**src/hw/rbd_pkg.sv**
```systemverilog
// Constants, types and register map of the receive buffer descriptor manager
package rbd_pkg;

  // --------------------------------------------------------------------------
  // Register map (byte offsets)
  // --------------------------------------------------------------------------
  localparam logic [7:0] REG_COMMAND = 8'h00;
  localparam logic [7:0] REG_STATUS = 8'h04;
  localparam logic [7:0] REG_RX_CONTROL = 8'h08;
  localparam logic [7:0] REG_CUR_BUF_ADDR = 8'h0C;
  localparam logic [7:0] REG_REM_WORDS = 8'h10;
  localparam logic [7:0] REG_EOB_THRESHOLD = 8'h14;
  localparam logic [7:0] REG_SEQUENCE = 8'h18;
  localparam logic [7:0] REG_CUR_DESC_ADDR = 8'h1C;
  localparam logic [7:0] REG_UPPER_DESC = 8'h20;
  localparam logic [7:0] REG_UPPER_RES = 8'h24;
  localparam logic [7:0] REG_RES_START = 8'h28;
  localparam logic [7:0] REG_RES_END = 8'h2C;
  localparam logic [7:0] REG_RES_READ = 8'h30;
  localparam logic [7:0] REG_RES_WRITE = 8'h34;

  // --------------------------------------------------------------------------
  // Bit positions and reset values
  // --------------------------------------------------------------------------
  localparam int CMD_READ_RES = 0;
  localparam int CMD_RX_ENABLE = 1;
  localparam int CMD_MODE32 = 2;
  localparam int ST_BUF_EXCEEDED = 0;
  localparam int ST_DESC_EXHAUSTED = 1;
  localparam int ST_RES_EXHAUSTED = 2;
  localparam int ST_BUSY = 3;
  localparam int ST_EOL = 4;
  localparam int LAST_PACKET_IN_BUFFER_BIT = 6;
  localparam logic [15:0] EOB_RESET = 16'h02F8;
  localparam logic [15:0] RX_CTRL_RESET = 16'h0000;

  // --------------------------------------------------------------------------
  // Descriptor field indices and strides
  // --------------------------------------------------------------------------
  localparam logic [2:0] FLD_STATUS = 3'h0;
  localparam logic [2:0] FLD_SEQ = 3'h4;
  localparam logic [2:0] FLD_LINK = 3'h5;
  localparam logic [2:0] FLD_INUSE = 3'h6;
  localparam logic [2:0] FLD_RES_LAST = 3'h3;
  localparam logic [15:0] RES_STEP16 = 16'h0008;
  localparam logic [15:0] RES_STEP32 = 16'h0010;
  localparam logic [31:0] BYTES16 = 32'h0000_0002;
  localparam logic [31:0] BYTES32 = 32'h0000_0004;
  localparam logic [31:0] WORDS16 = 32'h0000_0001;
  localparam logic [31:0] WORDS32 = 32'h0000_0002;

  typedef struct packed {
    logic req;
    logic we;
    logic [31:0] addr;
    logic [31:0] wdata;
  } rbd_mem_req_type;

  typedef struct packed {
    logic valid;
    logic last;
    logic [31:0] data;
  } rbd_rx_beat_type;

  typedef struct packed {
    logic [15:0] byte_count;
    logic [7:0] flags;
    logic multicast;
  } rbd_rx_end_type;

endpackage

```
**src/hw/rbd_manager.sv**
```systemverilog
// Receive buffer and descriptor manager with Avalon-MM register slave and memory master
`timescale 1ns/1ps
module rbd_manager (
  input wire logic mclk_i,
  input wire logic reset_n_i,
  input wire logic [7:0] avs_address_i,
  input wire logic avs_read_i,
  input wire logic avs_write_i,
  input wire logic [3:0] avs_byteenable_i,
  input wire logic [31:0] avs_writedata_i,
  output logic [31:0] avs_readdata_o,
  output logic avs_waitrequest_o,
  input wire logic rx_start_i,
  input wire rbd_pkg::rbd_rx_beat_type rx_beat_i,
  input wire rbd_pkg::rbd_rx_end_type rx_end_i,
  output logic rx_ready_o,
  output rbd_pkg::rbd_mem_req_type mem_o,
  input wire logic mem_ack_i,
  input wire logic [31:0] mem_rdata_i
);

  typedef enum logic [3:0] {
    S_IDLE, S_RES_RD, S_REREAD, S_RECV, S_DROP, S_DESC_WR, S_LINK_RD, S_INUSE_WR, S_RELEASE_WR, S_END_CHK
  } rbd_state_type;

  // --------------------------------------------------------------------------
  // Functions
  // --------------------------------------------------------------------------
  function automatic logic [31:0] fld_addr(input logic [15:0] upper, input logic [15:0] base,
                                            input logic [2:0] idx, input logic m32);
    logic [15:0] off;
    off = m32 ? {11'h000, idx, 2'b00} : {12'h000, idx, 1'b0};
    fld_addr = {upper, 16'(base + off)};
  endfunction

  function automatic logic [31:0] be_merge(input logic [31:0] old, input logic [31:0] nw, input logic [3:0] be);
    logic [31:0] res;
    res = old;
    for (int i = 0; i < 4; i++)
    begin
      if (be[i])
        res[8*i +: 8] = nw[8*i +: 8];
    end
    be_merge = res;
  endfunction

  // --------------------------------------------------------------------------
  // State
  // --------------------------------------------------------------------------
  rbd_state_type state;
  logic [2:0] idx;
  logic [2:0] command;
  logic [4:0] flags;
  logic [15:0] rx_control;
  logic [31:0] cur_buf_addr;
  logic [31:0] rem_words;
  logic [15:0] eob_threshold;
  logic [7:0] buf_seq;
  logic [7:0] pkt_seq;
  logic [15:0] cur_desc;
  logic [15:0] prev_desc;
  logic [15:0] release_desc;
  logic release_pend;
  logic end_of_list_flag;
  logic [15:0] upper_desc;
  logic [15:0] upper_res;
  logic [15:0] res_start;
  logic [15:0] res_end;
  logic [15:0] res_read;
  logic [15:0] res_write;
  logic [31:0] pkt_addr;
  logic [31:0] res_ptr;
  logic [15:0] res_wc0;
  logic auto_fetch;
  logic last_seen;
  logic overrun;
  rbd_pkg::rbd_rx_end_type end_info;
  logic bus_ack;

  logic m32;
  logic [31:0] step_bytes;
  logic [31:0] step_words;
  logic [15:0] thr_eff;
  logic below_thr;
  logic bus_wr;
  logic [31:0] rd_mux;
  logic [15:0] next_res_read;
  logic beat_take;
  logic mem_q_req;
  logic mem_q_we;
  logic [31:0] mem_q_addr;
  logic [31:0] mem_q_wdata;

  assign m32 = command[rbd_pkg::CMD_MODE32];
  assign step_bytes = m32 ? rbd_pkg::BYTES32 : rbd_pkg::BYTES16;
  assign step_words = m32 ? rbd_pkg::WORDS32 : rbd_pkg::WORDS16;
  // LSB held low in 32-bit mode so the compare matches even word counts
  assign thr_eff = m32 ? {eob_threshold[15:1], 1'b0} : eob_threshold;
  assign below_thr = rem_words < {16'h0000, thr_eff};
  assign next_res_read = 16'(res_read + (m32 ? rbd_pkg::RES_STEP32 : rbd_pkg::RES_STEP16));
  assign beat_take = rx_beat_i.valid && rx_ready_o;
  // Data is accepted only when no write is outstanding, so the MAC stalls on slow memory
  assign rx_ready_o = (state == S_DROP) || (state == S_RECV && !mem_o.req && !last_seen);
  assign mem_o.req = mem_q_req;
  assign mem_o.we = mem_q_we;
  assign mem_o.addr = mem_q_addr;
  assign mem_o.wdata = mem_q_wdata;

  // --------------------------------------------------------------------------
  // Avalon-MM slave: one wait state, read data from a flip-flop
  // --------------------------------------------------------------------------
  assign avs_waitrequest_o = (avs_read_i || avs_write_i) && !bus_ack;
  assign bus_wr = avs_write_i && bus_ack;

  always_comb
  begin
    case (avs_address_i)
      rbd_pkg::REG_COMMAND: rd_mux = {29'h0, command};
      rbd_pkg::REG_STATUS: rd_mux = {27'h0, end_of_list_flag, state != S_IDLE, flags[2:0]};
      rbd_pkg::REG_RX_CONTROL: rd_mux = {16'h0, rx_control};
      rbd_pkg::REG_CUR_BUF_ADDR: rd_mux = cur_buf_addr;
      rbd_pkg::REG_REM_WORDS: rd_mux = rem_words;
      rbd_pkg::REG_EOB_THRESHOLD: rd_mux = {16'h0, eob_threshold};
      rbd_pkg::REG_SEQUENCE: rd_mux = {16'h0, buf_seq, pkt_seq};
      rbd_pkg::REG_CUR_DESC_ADDR: rd_mux = {16'h0, cur_desc};
      rbd_pkg::REG_UPPER_DESC: rd_mux = {16'h0, upper_desc};
      rbd_pkg::REG_UPPER_RES: rd_mux = {16'h0, upper_res};
      rbd_pkg::REG_RES_START: rd_mux = {16'h0, res_start};
      rbd_pkg::REG_RES_END: rd_mux = {16'h0, res_end};
      rbd_pkg::REG_RES_READ: rd_mux = {16'h0, res_read};
      rbd_pkg::REG_RES_WRITE: rd_mux = {16'h0, res_write};
      default: rd_mux = 32'h0000_0000;
    endcase
  end

  always_ff @(posedge mclk_i or negedge reset_n_i)
  begin
    if (!reset_n_i)
    begin
      bus_ack <= 1'b0;
      avs_readdata_o <= 32'h0000_0000;
    end
    else
    begin
      bus_ack <= (avs_read_i || avs_write_i) && !bus_ack;
      if (avs_read_i && !bus_ack)
        avs_readdata_o <= rd_mux;
    end
  end

  // --------------------------------------------------------------------------
  // Software-only configuration registers
  // --------------------------------------------------------------------------
  always_ff @(posedge mclk_i or negedge reset_n_i)
  begin
    if (!reset_n_i)
    begin
      rx_control <= rbd_pkg::RX_CTRL_RESET;
      eob_threshold <= rbd_pkg::EOB_RESET;
      upper_desc <= 16'h0000;
      upper_res <= 16'h0000;
      res_start <= 16'h0000;
      res_end <= 16'h0000;
      res_write <= 16'h0000;
    end
    else if (bus_wr)
    begin
      case (avs_address_i)
        rbd_pkg::REG_RX_CONTROL: rx_control <= 16'(be_merge({16'h0, rx_control}, avs_writedata_i, avs_byteenable_i));
        rbd_pkg::REG_EOB_THRESHOLD:
          eob_threshold <= 16'(be_merge({16'h0, eob_threshold}, avs_writedata_i, avs_byteenable_i));
        rbd_pkg::REG_UPPER_DESC: upper_desc <= 16'(be_merge({16'h0, upper_desc}, avs_writedata_i, avs_byteenable_i));
        rbd_pkg::REG_UPPER_RES: upper_res <= 16'(be_merge({16'h0, upper_res}, avs_writedata_i, avs_byteenable_i));
        rbd_pkg::REG_RES_START: res_start <= 16'(be_merge({16'h0, res_start}, avs_writedata_i, avs_byteenable_i));
        rbd_pkg::REG_RES_END: res_end <= 16'(be_merge({16'h0, res_end}, avs_writedata_i, avs_byteenable_i));
        rbd_pkg::REG_RES_WRITE: res_write <= 16'(be_merge({16'h0, res_write}, avs_writedata_i, avs_byteenable_i));
        default: ;
      endcase
    end
  end

  // --------------------------------------------------------------------------
  // Sticky status flags: hardware set wins over a write-one clear
  // --------------------------------------------------------------------------
  logic [2:0] flag_set;

  always_comb
  begin
    flag_set = 3'b000;
    if (state == S_RECV && beat_take && rem_words < step_words)
      flag_set[rbd_pkg::ST_BUF_EXCEEDED] = 1'b1;
    if (state == S_LINK_RD && mem_ack_i && mem_rdata_i[0])
      flag_set[rbd_pkg::ST_DESC_EXHAUSTED] = 1'b1;
    if (state == S_RES_RD && mem_ack_i && idx == rbd_pkg::FLD_RES_LAST
        && res_write == ((next_res_read == res_end) ? res_start : next_res_read))
      flag_set[rbd_pkg::ST_RES_EXHAUSTED] = 1'b1;
  end

  always_ff @(posedge mclk_i or negedge reset_n_i)
  begin
    if (!reset_n_i)
      flags <= 5'h00;
    else
    begin
      if (bus_wr && avs_address_i == rbd_pkg::REG_STATUS && avs_byteenable_i[0])
        flags <= {2'b00, (flags[2:0] & ~avs_writedata_i[2:0]) | flag_set};
      else
        flags <= {2'b00, flags[2:0] | flag_set};
    end
  end

  // --------------------------------------------------------------------------
  // Receive engine and engine-owned registers
  // --------------------------------------------------------------------------
  always_ff @(posedge mclk_i or negedge reset_n_i)
  begin
    if (!reset_n_i)
    begin
      state <= S_IDLE;
      idx <= 3'h0;
      command <= 3'h0;
      cur_buf_addr <= 32'h0000_0000;
      rem_words <= 32'h0000_0000;
      buf_seq <= 8'h00;
      pkt_seq <= 8'h00;
      cur_desc <= 16'h0000;
      prev_desc <= 16'h0000;
      release_desc <= 16'h0000;
      release_pend <= 1'b0;
      end_of_list_flag <= 1'b0;
      res_read <= 16'h0000;
      pkt_addr <= 32'h0000_0000;
      res_ptr <= 32'h0000_0000;
      res_wc0 <= 16'h0000;
      auto_fetch <= 1'b0;
      last_seen <= 1'b0;
      overrun <= 1'b0;
      end_info <= '0;
      mem_q_req <= 1'b0;
      mem_q_we <= 1'b0;
      mem_q_addr <= 32'h0000_0000;
      mem_q_wdata <= 32'h0000_0000;
    end
    else
    begin
      if (bus_wr)
      begin
        case (avs_address_i)
          rbd_pkg::REG_COMMAND: command <= 3'(be_merge({29'h0, command}, avs_writedata_i, avs_byteenable_i));
          rbd_pkg::REG_CUR_BUF_ADDR: cur_buf_addr <= be_merge(cur_buf_addr, avs_writedata_i, avs_byteenable_i);
          rbd_pkg::REG_REM_WORDS: rem_words <= be_merge(rem_words, avs_writedata_i, avs_byteenable_i);
          rbd_pkg::REG_SEQUENCE:
          begin
            buf_seq <= avs_byteenable_i[1] ? avs_writedata_i[15:8] : buf_seq;
            pkt_seq <= avs_byteenable_i[0] ? avs_writedata_i[7:0] : pkt_seq;
          end
          rbd_pkg::REG_CUR_DESC_ADDR:
          begin
            cur_desc <= 16'(be_merge({16'h0, cur_desc}, avs_writedata_i, avs_byteenable_i));
            end_of_list_flag <= 1'b0;
          end
          rbd_pkg::REG_RES_READ: res_read <= 16'(be_merge({16'h0, res_read}, avs_writedata_i, avs_byteenable_i));
          default: ;
        endcase
      end
      if (mem_q_req && mem_ack_i)
        mem_q_req <= 1'b0;
      case (state)
        S_IDLE:
        begin
          idx <= 3'h0;
          if (command[rbd_pkg::CMD_READ_RES])
          begin
            auto_fetch <= 1'b0;
            state <= S_RES_RD;
          end
          else if (rx_start_i && command[rbd_pkg::CMD_RX_ENABLE])
          begin
            pkt_addr <= cur_buf_addr;
            last_seen <= 1'b0;
            overrun <= 1'b0;
            state <= end_of_list_flag ? S_REREAD : S_RECV;
          end
        end
        S_RES_RD:
        begin
          if (!mem_q_req)
          begin
            mem_q_req <= 1'b1;
            mem_q_we <= 1'b0;
            mem_q_addr <= fld_addr(upper_res, res_read, idx, m32);
          end
          else if (mem_ack_i)
          begin
            idx <= 3'(idx + 3'h1);
            case (idx)
              3'h0: res_ptr[15:0] <= mem_rdata_i[15:0];
              3'h1: res_ptr[31:16] <= mem_rdata_i[15:0];
              3'h2: res_wc0 <= mem_rdata_i[15:0];
              default:
              begin
                cur_buf_addr <= res_ptr;
                rem_words <= {mem_rdata_i[15:0], res_wc0};
                res_read <= (next_res_read == res_end) ? res_start : next_res_read;
                if (auto_fetch)
                begin
                  buf_seq <= 8'(buf_seq + 8'h01);
                  pkt_seq <= 8'h00;
                end
                else
                  command[rbd_pkg::CMD_READ_RES] <= 1'b0;
                state <= S_IDLE;
              end
            endcase
          end
        end
        S_REREAD:
        begin
          if (!mem_q_req)
          begin
            mem_q_req <= 1'b1;
            mem_q_we <= 1'b0;
            mem_q_addr <= fld_addr(upper_desc, cur_desc, rbd_pkg::FLD_LINK, m32);
          end
          else if (mem_ack_i)
          begin
            if (mem_rdata_i[0])
              state <= S_DROP;
            else
            begin
              release_pend <= 1'b1;
              release_desc <= cur_desc;
              cur_desc <= {mem_rdata_i[15:1], 1'b0};
              end_of_list_flag <= 1'b0;
              state <= S_RECV;
            end
          end
        end
        S_RECV:
        begin
          if (beat_take)
          begin
            if (rx_beat_i.last)
            begin
              last_seen <= 1'b1;
              end_info <= rx_end_i;
            end
            // Overrun halts writes so nothing lands past the buffer end
            if (overrun || rem_words < step_words)
              overrun <= 1'b1;
            else
            begin
              mem_q_req <= 1'b1;
              mem_q_we <= 1'b1;
              mem_q_addr <= cur_buf_addr;
              mem_q_wdata <= m32 ? rx_beat_i.data : {16'h0000, rx_beat_i.data[15:0]};
            end
          end
          if (mem_q_req && mem_ack_i)
          begin
            cur_buf_addr <= cur_buf_addr + step_bytes;
            rem_words <= rem_words - step_words;
          end
          if (last_seen && !mem_q_req)
          begin
            idx <= rbd_pkg::FLD_STATUS;
            state <= S_DESC_WR;
          end
        end
        S_DROP:
        begin
          if (beat_take && rx_beat_i.last)
            state <= S_IDLE;
        end
        S_DESC_WR:
        begin
          if (!mem_q_req)
          begin
            mem_q_req <= 1'b1;
            mem_q_we <= 1'b1;
            mem_q_addr <= fld_addr(upper_desc, cur_desc, idx, m32);
            case (idx)
              3'h0: mem_q_wdata <= {16'h0000, rx_control[15:9], end_info.multicast, end_info.flags[7],
                                    below_thr, end_info.flags[5:0]};
              3'h1: mem_q_wdata <= {16'h0000, end_info.byte_count};
              3'h2: mem_q_wdata <= {16'h0000, pkt_addr[15:0]};
              3'h3: mem_q_wdata <= {16'h0000, pkt_addr[31:16]};
              default: mem_q_wdata <= {16'h0000, buf_seq, pkt_seq};
            endcase
          end
          else if (mem_ack_i)
          begin
            idx <= 3'(idx + 3'h1);
            if (idx == rbd_pkg::FLD_SEQ)
              state <= S_LINK_RD;
          end
        end
        S_LINK_RD:
        begin
          if (!mem_q_req)
          begin
            mem_q_req <= 1'b1;
            mem_q_we <= 1'b0;
            mem_q_addr <= fld_addr(upper_desc, cur_desc, rbd_pkg::FLD_LINK, m32);
          end
          else if (mem_ack_i)
          begin
            if (mem_rdata_i[0])
            begin
              end_of_list_flag <= 1'b1;
              state <= release_pend ? S_RELEASE_WR : S_END_CHK;
            end
            else
            begin
              prev_desc <= cur_desc;
              cur_desc <= {mem_rdata_i[15:1], 1'b0};
              state <= S_INUSE_WR;
            end
          end
        end
        S_INUSE_WR:
        begin
          if (!mem_q_req)
          begin
            mem_q_req <= 1'b1;
            mem_q_we <= 1'b1;
            mem_q_addr <= fld_addr(upper_desc, prev_desc, rbd_pkg::FLD_INUSE, m32);
            mem_q_wdata <= 32'h0000_0000;
          end
          else if (mem_ack_i)
            state <= release_pend ? S_RELEASE_WR : S_END_CHK;
        end
        S_RELEASE_WR:
        begin
          if (!mem_q_req)
          begin
            mem_q_req <= 1'b1;
            mem_q_we <= 1'b1;
            mem_q_addr <= fld_addr(upper_desc, release_desc, rbd_pkg::FLD_INUSE, m32);
            mem_q_wdata <= 32'h0000_0000;
          end
          else if (mem_ack_i)
          begin
            release_pend <= 1'b0;
            state <= S_END_CHK;
          end
        end
        S_END_CHK:
        begin
          idx <= 3'h0;
          if (below_thr)
          begin
            auto_fetch <= 1'b1;
            state <= S_RES_RD;
          end
          else
          begin
            pkt_seq <= 8'(pkt_seq + 8'h01);
            state <= S_IDLE;
          end
        end
        default: state <= S_IDLE;
      endcase
    end
  end

endmodule

```
**config.mk**
```make
export PLATFORM = sky130hd
export DESIGN_NAME = rbd_manager
export DESIGN_NICKNAME = d
export VERILOG_FILES = /design/src/hw/rbd_pkg.sv /design/src/hw/rbd_manager.sv
export SDC_FILE = /design/constraint.sdc
export NUM_CORES = 1
export LEC_CHECK = 0
export BUFFER_PORTS_ARGS = -buffer_cell sky130_fd_sc_hd__buf_2
export CORE_AREA = 8 8 316 257
export DETAILED_ROUTE_END_ITERATION = 10
export DIE_AREA = 0 0 324 265
export PLACE_DENSITY_LB_ADDON = 0.3
export RECOVER_POWER = 100
export SLEW_MARGIN = 20
export SYNTH_ARGS = -nofsm -noshare
export SYNTH_HDL_FRONTEND = slang
export SYNTH_SLANG_ARGS = --single-unit
export TNS_END_PERCENT = 5
```
**constraint.sdc**
```tcl
create_clock -name mclk_i -period 7.2 [get_ports mclk_i]
set_input_delay 1.44 -clock mclk_i [delete_from_list [all_inputs] [get_ports mclk_i]]
set_output_delay 1.44 -clock mclk_i [all_outputs]
set_load 0.05 [all_outputs]
```
======== After elaboration in Yosys (flattened, before gate mapping) ========
Cells that the tools add are included.
cells by class
  add/subtract/negate cells ............... 11
  $lt $le $gt $ge ......................... 2
  eq/ne operators ......................... 64
  mux-type cells .......................... 155
  bitwise logic cells ..................... 6
  reductions and logical operators ........ 75
operators with widths
  cell                count
  $mux 32             24
  $pmux 32 s14        1
  $mux 8              28
  $mux 16             13
  $pmux 32 s6         1
  $pmux 32 s2         2
  $pmux 32 s3         1
  $mux 4              19
  $add 16x5->16       4
  $pmux 16 s4         1
  $ne 2x2->1 const B  30
  $reduce_and 3->1    18
  $eq 8x6->1 const B  6
  $mux 1              44
  $pmux 4 s10         1
  $add 16x16->16      2
  $add 32x3->32       1
  $eq 16x16->1        2
  $eq 8x5->1 const B  4
  $lt 32x16->1        1
  $lt 32x2->1         1
  $sub 32x2->32       1
  $reduce_and 4->1    6
  $mux 5              4
  40 further kinds    98
word-level totals
  bits in registers ....................... 478
  bits of input ports ..................... 141
  output and inout port bits .............. 100
  word-level logic and storage cells ...... 358

======== Longest topological paths before layout ========
  depth after elaboration ................. 10
  depth in mapped cells ................... 18
  mapped depth without buffers ............ 16

======== Least setup slack after synthesis ========
Ideal clock, no wire load.
  path type ............................... register to register
  start point ............................. register command[2]
  end point ............................... register flags[2]
  arrival ................................. 4.077 ns
  required time ........................... 7.105 ns
  path slack .............................. 3.027 ns
  stages on the path, launching flop included .. 15
  buffers on the path ..................... 1
  cells stage by stage .................... dfrtp_1 -> clkbuf_1 -> inv_1 -> ha_1 -> fa_1 -> xor2_1 -> nor4_1 -> o211ai_1 -> nor4_1 -> nand4_1 -> nor2_1 -> a21oi_1 -> xnor2_1 -> or4_1 -> o31ai_1
between the ends
  longest elaborated chain between the ends .. 9
ends and longest elaborated chain
  element                               RTL line                                RTL
  start, declared                       rbd_manager.sv:52                       logic [2:0] command;
  start signal, assigned                rbd_manager.sv:249                      rbd_pkg::REG_COMMAND: command <= 3'(be_merge({29'h0, command}, avs_writedata_i, avs_byteenable_i));
  $mux 5 *                              rbd_manager.sv:100                      assign next_res_read = 16'(res_read + (m32 ? rbd_pkg::RES_STEP32 : rbd_pkg::RES_STEP16));
  $add 16x5->16 *                       rbd_manager.sv:100
  $eq 16x16->1                          rbd_manager.sv:195                      && res_write == ((next_res_read == res_end) ? res_start : next_res_read))
  $mux 16 *                             rbd_manager.sv:195
  $eq 16x16->1 *                        rbd_manager.sv:195
  $logic_and 1x1->1 *                   rbd_manager.sv:195
  $mux 1 *                              rbd_manager.sv:194                      if (state == S_RES_RD && mem_ack_i && idx == rbd_pkg::FLD_RES_LAST
  $or 3x3->3, on equally long branches  rbd_manager.sv:208, rbd_manager.sv:206
  $mux 3 *                              rbd_manager.sv:205                      if (bus_wr && avs_address_i == rbd_pkg::REG_STATUS && avs_byteenable_i[0])
  end signal, assigned                  rbd_manager.sv:206                      flags <= {2'b00, (flags[2:0] & ~avs_writedata_i[2:0]) | flag_set};
  end signal, assigned                  rbd_manager.sv:208                      flags <= {2'b00, flags[2:0] | flag_set};
  end, declared                         rbd_manager.sv:53                       logic [4:0] flags;
Every way passes the cells marked *; elsewhere a longest branch is shown, timed or not.
A chain may end at the register's enable or synchronous reset.

======== Worst setup path in the final report ========
  start point ............................. register command[2]
  end point ............................... register mem_q_wdata[6]
between the ends
  longest elaborated chain between the ends .. 5
ends and longest elaborated chain
  element                                                 RTL line                                RTL
  $mux 1 / $mux 2 (equally long branches)                 rbd_manager.sv:98, rbd_manager.sv:96
  $lt 32x16->1 / $lt 32x2->1 (equally long branches)      rbd_manager.sv:99, rbd_manager.sv:349
  $pmux 16 s4 / $logic_or 1x1->1 (equally long branches)  rbd_manager.sv:382, rbd_manager.sv:349
  $mux 32 / $ne 2x2->1 (equally long branches)            n/a
  $pmux 32 s3 / $reduce_and 5->1 (equally long branches)  n/a
  end signal, assigned                                    rbd_manager.sv:383                      3'h0: mem_q_wdata <= {16'h0000, rx_control[15:9], end_info.multicast, end_info.flags[7],
  end signal, assigned                                    rbd_manager.sv:385                      3'h1: mem_q_wdata <= {16'h0000, end_info.byte_count};
  end signal, assigned                                    rbd_manager.sv:386                      3'h2: mem_q_wdata <= {16'h0000, pkt_addr[15:0]};
  end, declared                                           rbd_manager.sv:92                       logic [31:0] mem_q_wdata;
Parallel ways exist; a longest one is shown, timed or not. The select of a mux whose other input is x is not followed.

==> results.md <==
- Min cycle time layout: 5.93 ns
- Starting Density: 34.6%
- Dpl cell area: 0.0284 sq mm
- Final setup violating endpoints: 0
- Layout Nets: just under 3000
- Worst hold stages: 2
- Synth Flop Type: dfrtp_1
- Drt initial violations: 2993
- Hold Path End: rem_words[6]$_DFF_PN0_
- Mapped Cells: 2617
- Fin util: 39.5%
- Clock skew: 0.0551 ns
- Worst ir drop on vdd: about 0.19 mV
- Top-level port count: about 240
- Die W: 324 um
- CTS buffer count: 54
- Full die area: 0.0859 sq mm
- Drt drc: 0
- Vias in the first global route: approximately 22000
- Total Routing Usage GR: approximately a quarter
- R2R depth: 14
- Mean post-synth cell area: 10.1 sq um
- Initial antenna violation count: 5
- Worst path required time: 7.74 ns
- Synth area leaders: dfrtp_1 (45%), mux2_2 (11%), nand2_1 (4.8%), a22oi_1 (3.9%), mux2i_1 (3.4%)
- Slew HR: -153%
- CTS clk-pin slew, worst paths: about 0.06 ns
- Cell Area, Synth: about 0.026 sq mm
- Core Box Area: 0.0761 sq mm
- CP endpoint kind: flip-flop
- CP arrival: 6.47 ns
- Post-synth EDFFs: 0
- Share of the synthesized area in the top cell type: 44.8%
- CTS sink cnt: 477
- Crit Path Category: flip-flop to flip-flop
- Critical Path Start Type: flip-flop
- Seq/Total Area, Yosys: 45.4%
- Dpl cells: 3733
- Leakage: 13.4 nW
- Status: complete, but fails checks
- Number of port buffers: 223
- Post-CTS repair timing setup buffer count: 0
- Post-synth top area cell: dfrtp_1
- Clk_lat worst skew: around 0.66 ns
- Distinct cells, synth: 80
- Asr flop ratio synth: between 90% and 100%
- Final worst-path cycle share: a little over 80%
- Hold Fails Final Rpt: 0
- Total power: ~11 mW
- Worst slew pin tran: around 3.8 ns
- DR vias/cell: ~5.9
- Height of the chip: 265 um
- Post-CTS Hold Buffers: 0
- RR Startpoint: command[2]$_DFFE_PN0P_
- Max H-tree Level: 2
- # Max-Cap Violations: 11
- Area growth from synthesis to layout: 14.3%
- RSZ-0062 raised after global routing: false
- P per Cell Area: 366 mW/mm^2
- Final Instance Count excl. Fillers: approximately 3800
- Clock root cell: clkbuf_16
- Fraction of layout cells with a size suffix above 1: a little under a fifth
- Hold WC Path Type: flip-flop to flip-flop
- Yosys warnings: 0
- Num rows: a little over 90
- Slew Limit Fails: 512
- Worst Setup SP: command[2]$_DFFE_PN0P_
- Via count: around 23000
- R2R Path End: mem_q_wdata[6]$_DFFE_PN0P_
- GR Overflow Total: 0
- F_max: 169 MHz
- Routed wire length: 105000 um
- Drt wl/cell: 27.5 um
- Largest net degree at the start of global routing: 143
- Final antenna-violating net count: 0
- DRT Pass-1 Iters: 8
- Post-route cell area: about 0.030 sq mm
- Post-detail-place hpwl: between 70000 and 80000 um
- Setup TNS: 0 ns
- Failing checks: capacitance limit, slew limit
- Flop and latch count out of synthesis: between 400 and 500
- Worst Path Max Fanout: 65
- Hold_sp: res_wc0[6]$_DFFE_PN0P_
- Syn nets: ~2800
- Routability cong.: about 1
- First-pass GRT wire length: 154000 um
- R2r setup slk: 1.27 ns
- CTS tree: built
- PostCTS Resize Cnt: 0
- Clock Tree Buf Depth: 3
==> through the flow <==
step / hold WS, ns / setup slack (ns)
finish: 0.470 / 1.27
global route: 0.494 / 1.03
detailed placement: 0.464 / 1.76
floorplan: 0.447 / 3.03
global placement: 0.458 / 1.81
CTS: 0.460 / 1.79
==> placed cells by master (no fill, tap or decap), drive strengths merged, types with 13 or more instances in the layout <==
| master | count |
|---|---|
| nand2 | 335 |
| o22ai | 21 |
| nand3 | 59 |
| o211ai | 16 |
| buf | 144 |
| a221oi | 28 |
| nor2b | 19 |
| a31oi | 38 |
| ha | 42 |
| dfrtp | 471 |
| mux2i | 90 |
| o21ai | 150 |
| nand2b | 13 |
| nor3 | 35 |
| mux2 | 252 |
| o221ai | 53 |
| and3 | 39 |
| xnor2 | 63 |
| inv | 53 |
| nand4 | 21 |
| nor4 | 15 |
| xor2 | 72 |
| a21oi | 84 |
| and2 | 16 |
| nor2 | 149 |
| clkbuf | 200 |
| a22o | 19 |
| a211oi | 22 |
| a21o | 13 |
| a22oi | 136 |
==> cell type report <==
cell class	count	area (sq um)
fillers	7711	46000
multi-input cells	1914	13500
flip-flops and latches	477	11900
clock buffers	78	1570
well taps	1023	1280
repair buffers	266	1270
clock inverters	18	287
inverters	53	199
diodes	1	2.50
==> report_power, final <==
part / switching, mW / leakage [nW] / internal, mW
clock: 1.20 / 0.908 / 1.70
sequential: 0.963 / 6.45 / 3.21
combinational: 2.61 / 6.04 / 1.32
==> worst max-delay path, cell delays in order (launching register included) <==
cell	delay [ns]
dfrtp_1	0.38
inv_1	0.12
clkbuf_1	0.76
ha_1	0.27
inv_1	0.07
fa_1	0.48
or4_1	0.67
or3b_1	0.45
or2_0	0.26
or4_1	0.66
nor2_1	0.27
o31ai_4	0.07
buf_4	0.34
nand3_4	0.58
mux2_2	0.40
==> worst max-delay path by stage <==
stage | end | slack (ns) | depth (start not counted)
after floorplan | flags[2]$_DFF_PN0_ | 3.03 | 14
after global placement | mem_q_wdata[6]$_DFFE_PN0P_ | 1.81 | 14
after detailed placement | mem_q_wdata[6]$_DFFE_PN0P_ | 1.76 | 14
after CTS | mem_q_wdata[6]$_DFFE_PN0P_ | 1.79 | 14
after global routing | mem_q_wdata[6]$_DFFE_PN0P_ | 1.03 | 14
final | mem_q_wdata[6]$_DFFE_PN0P_ | 1.27 | 14
==> Yosys cell counts, types with 15 or more instances <==
| library cell | number |
|---|---|
| o221ai_1 | 53 |
| nor2_1 | 148 |
| clkbuf_1 | 136 |
| and2_1 | 16 |
| xnor2_1 | 63 |
| a221oi_1 | 28 |
| and3_1 | 39 |
| ha_1 | 42 |
| nand3_1 | 57 |
| o21ai_0 | 143 |
| mux2i_1 | 90 |
| a21oi_1 | 83 |
| nand2_1 | 335 |
| buf_2 | 23 |
| xor2_1 | 72 |
| o211ai_1 | 16 |
| inv_1 | 52 |
| a31oi_1 | 38 |
| nor4_1 | 15 |
| nor2b_1 | 19 |
| nand4_1 | 20 |
| mux2_2 | 252 |
| nor3_1 | 29 |
| dfrtp_1 | 471 |
| o22ai_1 | 21 |
| a22oi_1 | 136 |
| a22o_1 | 19 |
| a211oi_1 | 21 |
==> logic make-up (layout without fill, tap and decap cells) <==
group,count (synthesis),after routing,synth area share [%]
compound gates,636,636,16.5
other cells,0,1,0
fa+ha+maj,47,47,2.38
xor+xnor,137,137,4.66
buf+inv,226,415,3.45
simple gates,752,752,13.4
flops,477,477,45.4
mux,342,342,14.2
==> state kept, by name, summed over array words and instances, names as in the netlist, 24 cells and up <==
name            flops
avs_readdata_o     32
rem_words          32
end_info           24
mem_q_addr         32
pkt_addr           32
cur_buf_addr       32
mem_q_wdata        32
res_ptr            32
==> per-layer routing <==
metal / track usage [%] / part of all wire (%) / vias to the layer above
met5: 0 / 0.012 / -
met4: 10.3 / 4.8 / 2
met3: 6.84 / 11 / 208
met2: 33.8 / 41 / 1168
met1: 34.0 / 42 / 11300
li1: - / - / 9878
No activity file was read; power rests on OpenSTA's default activity.
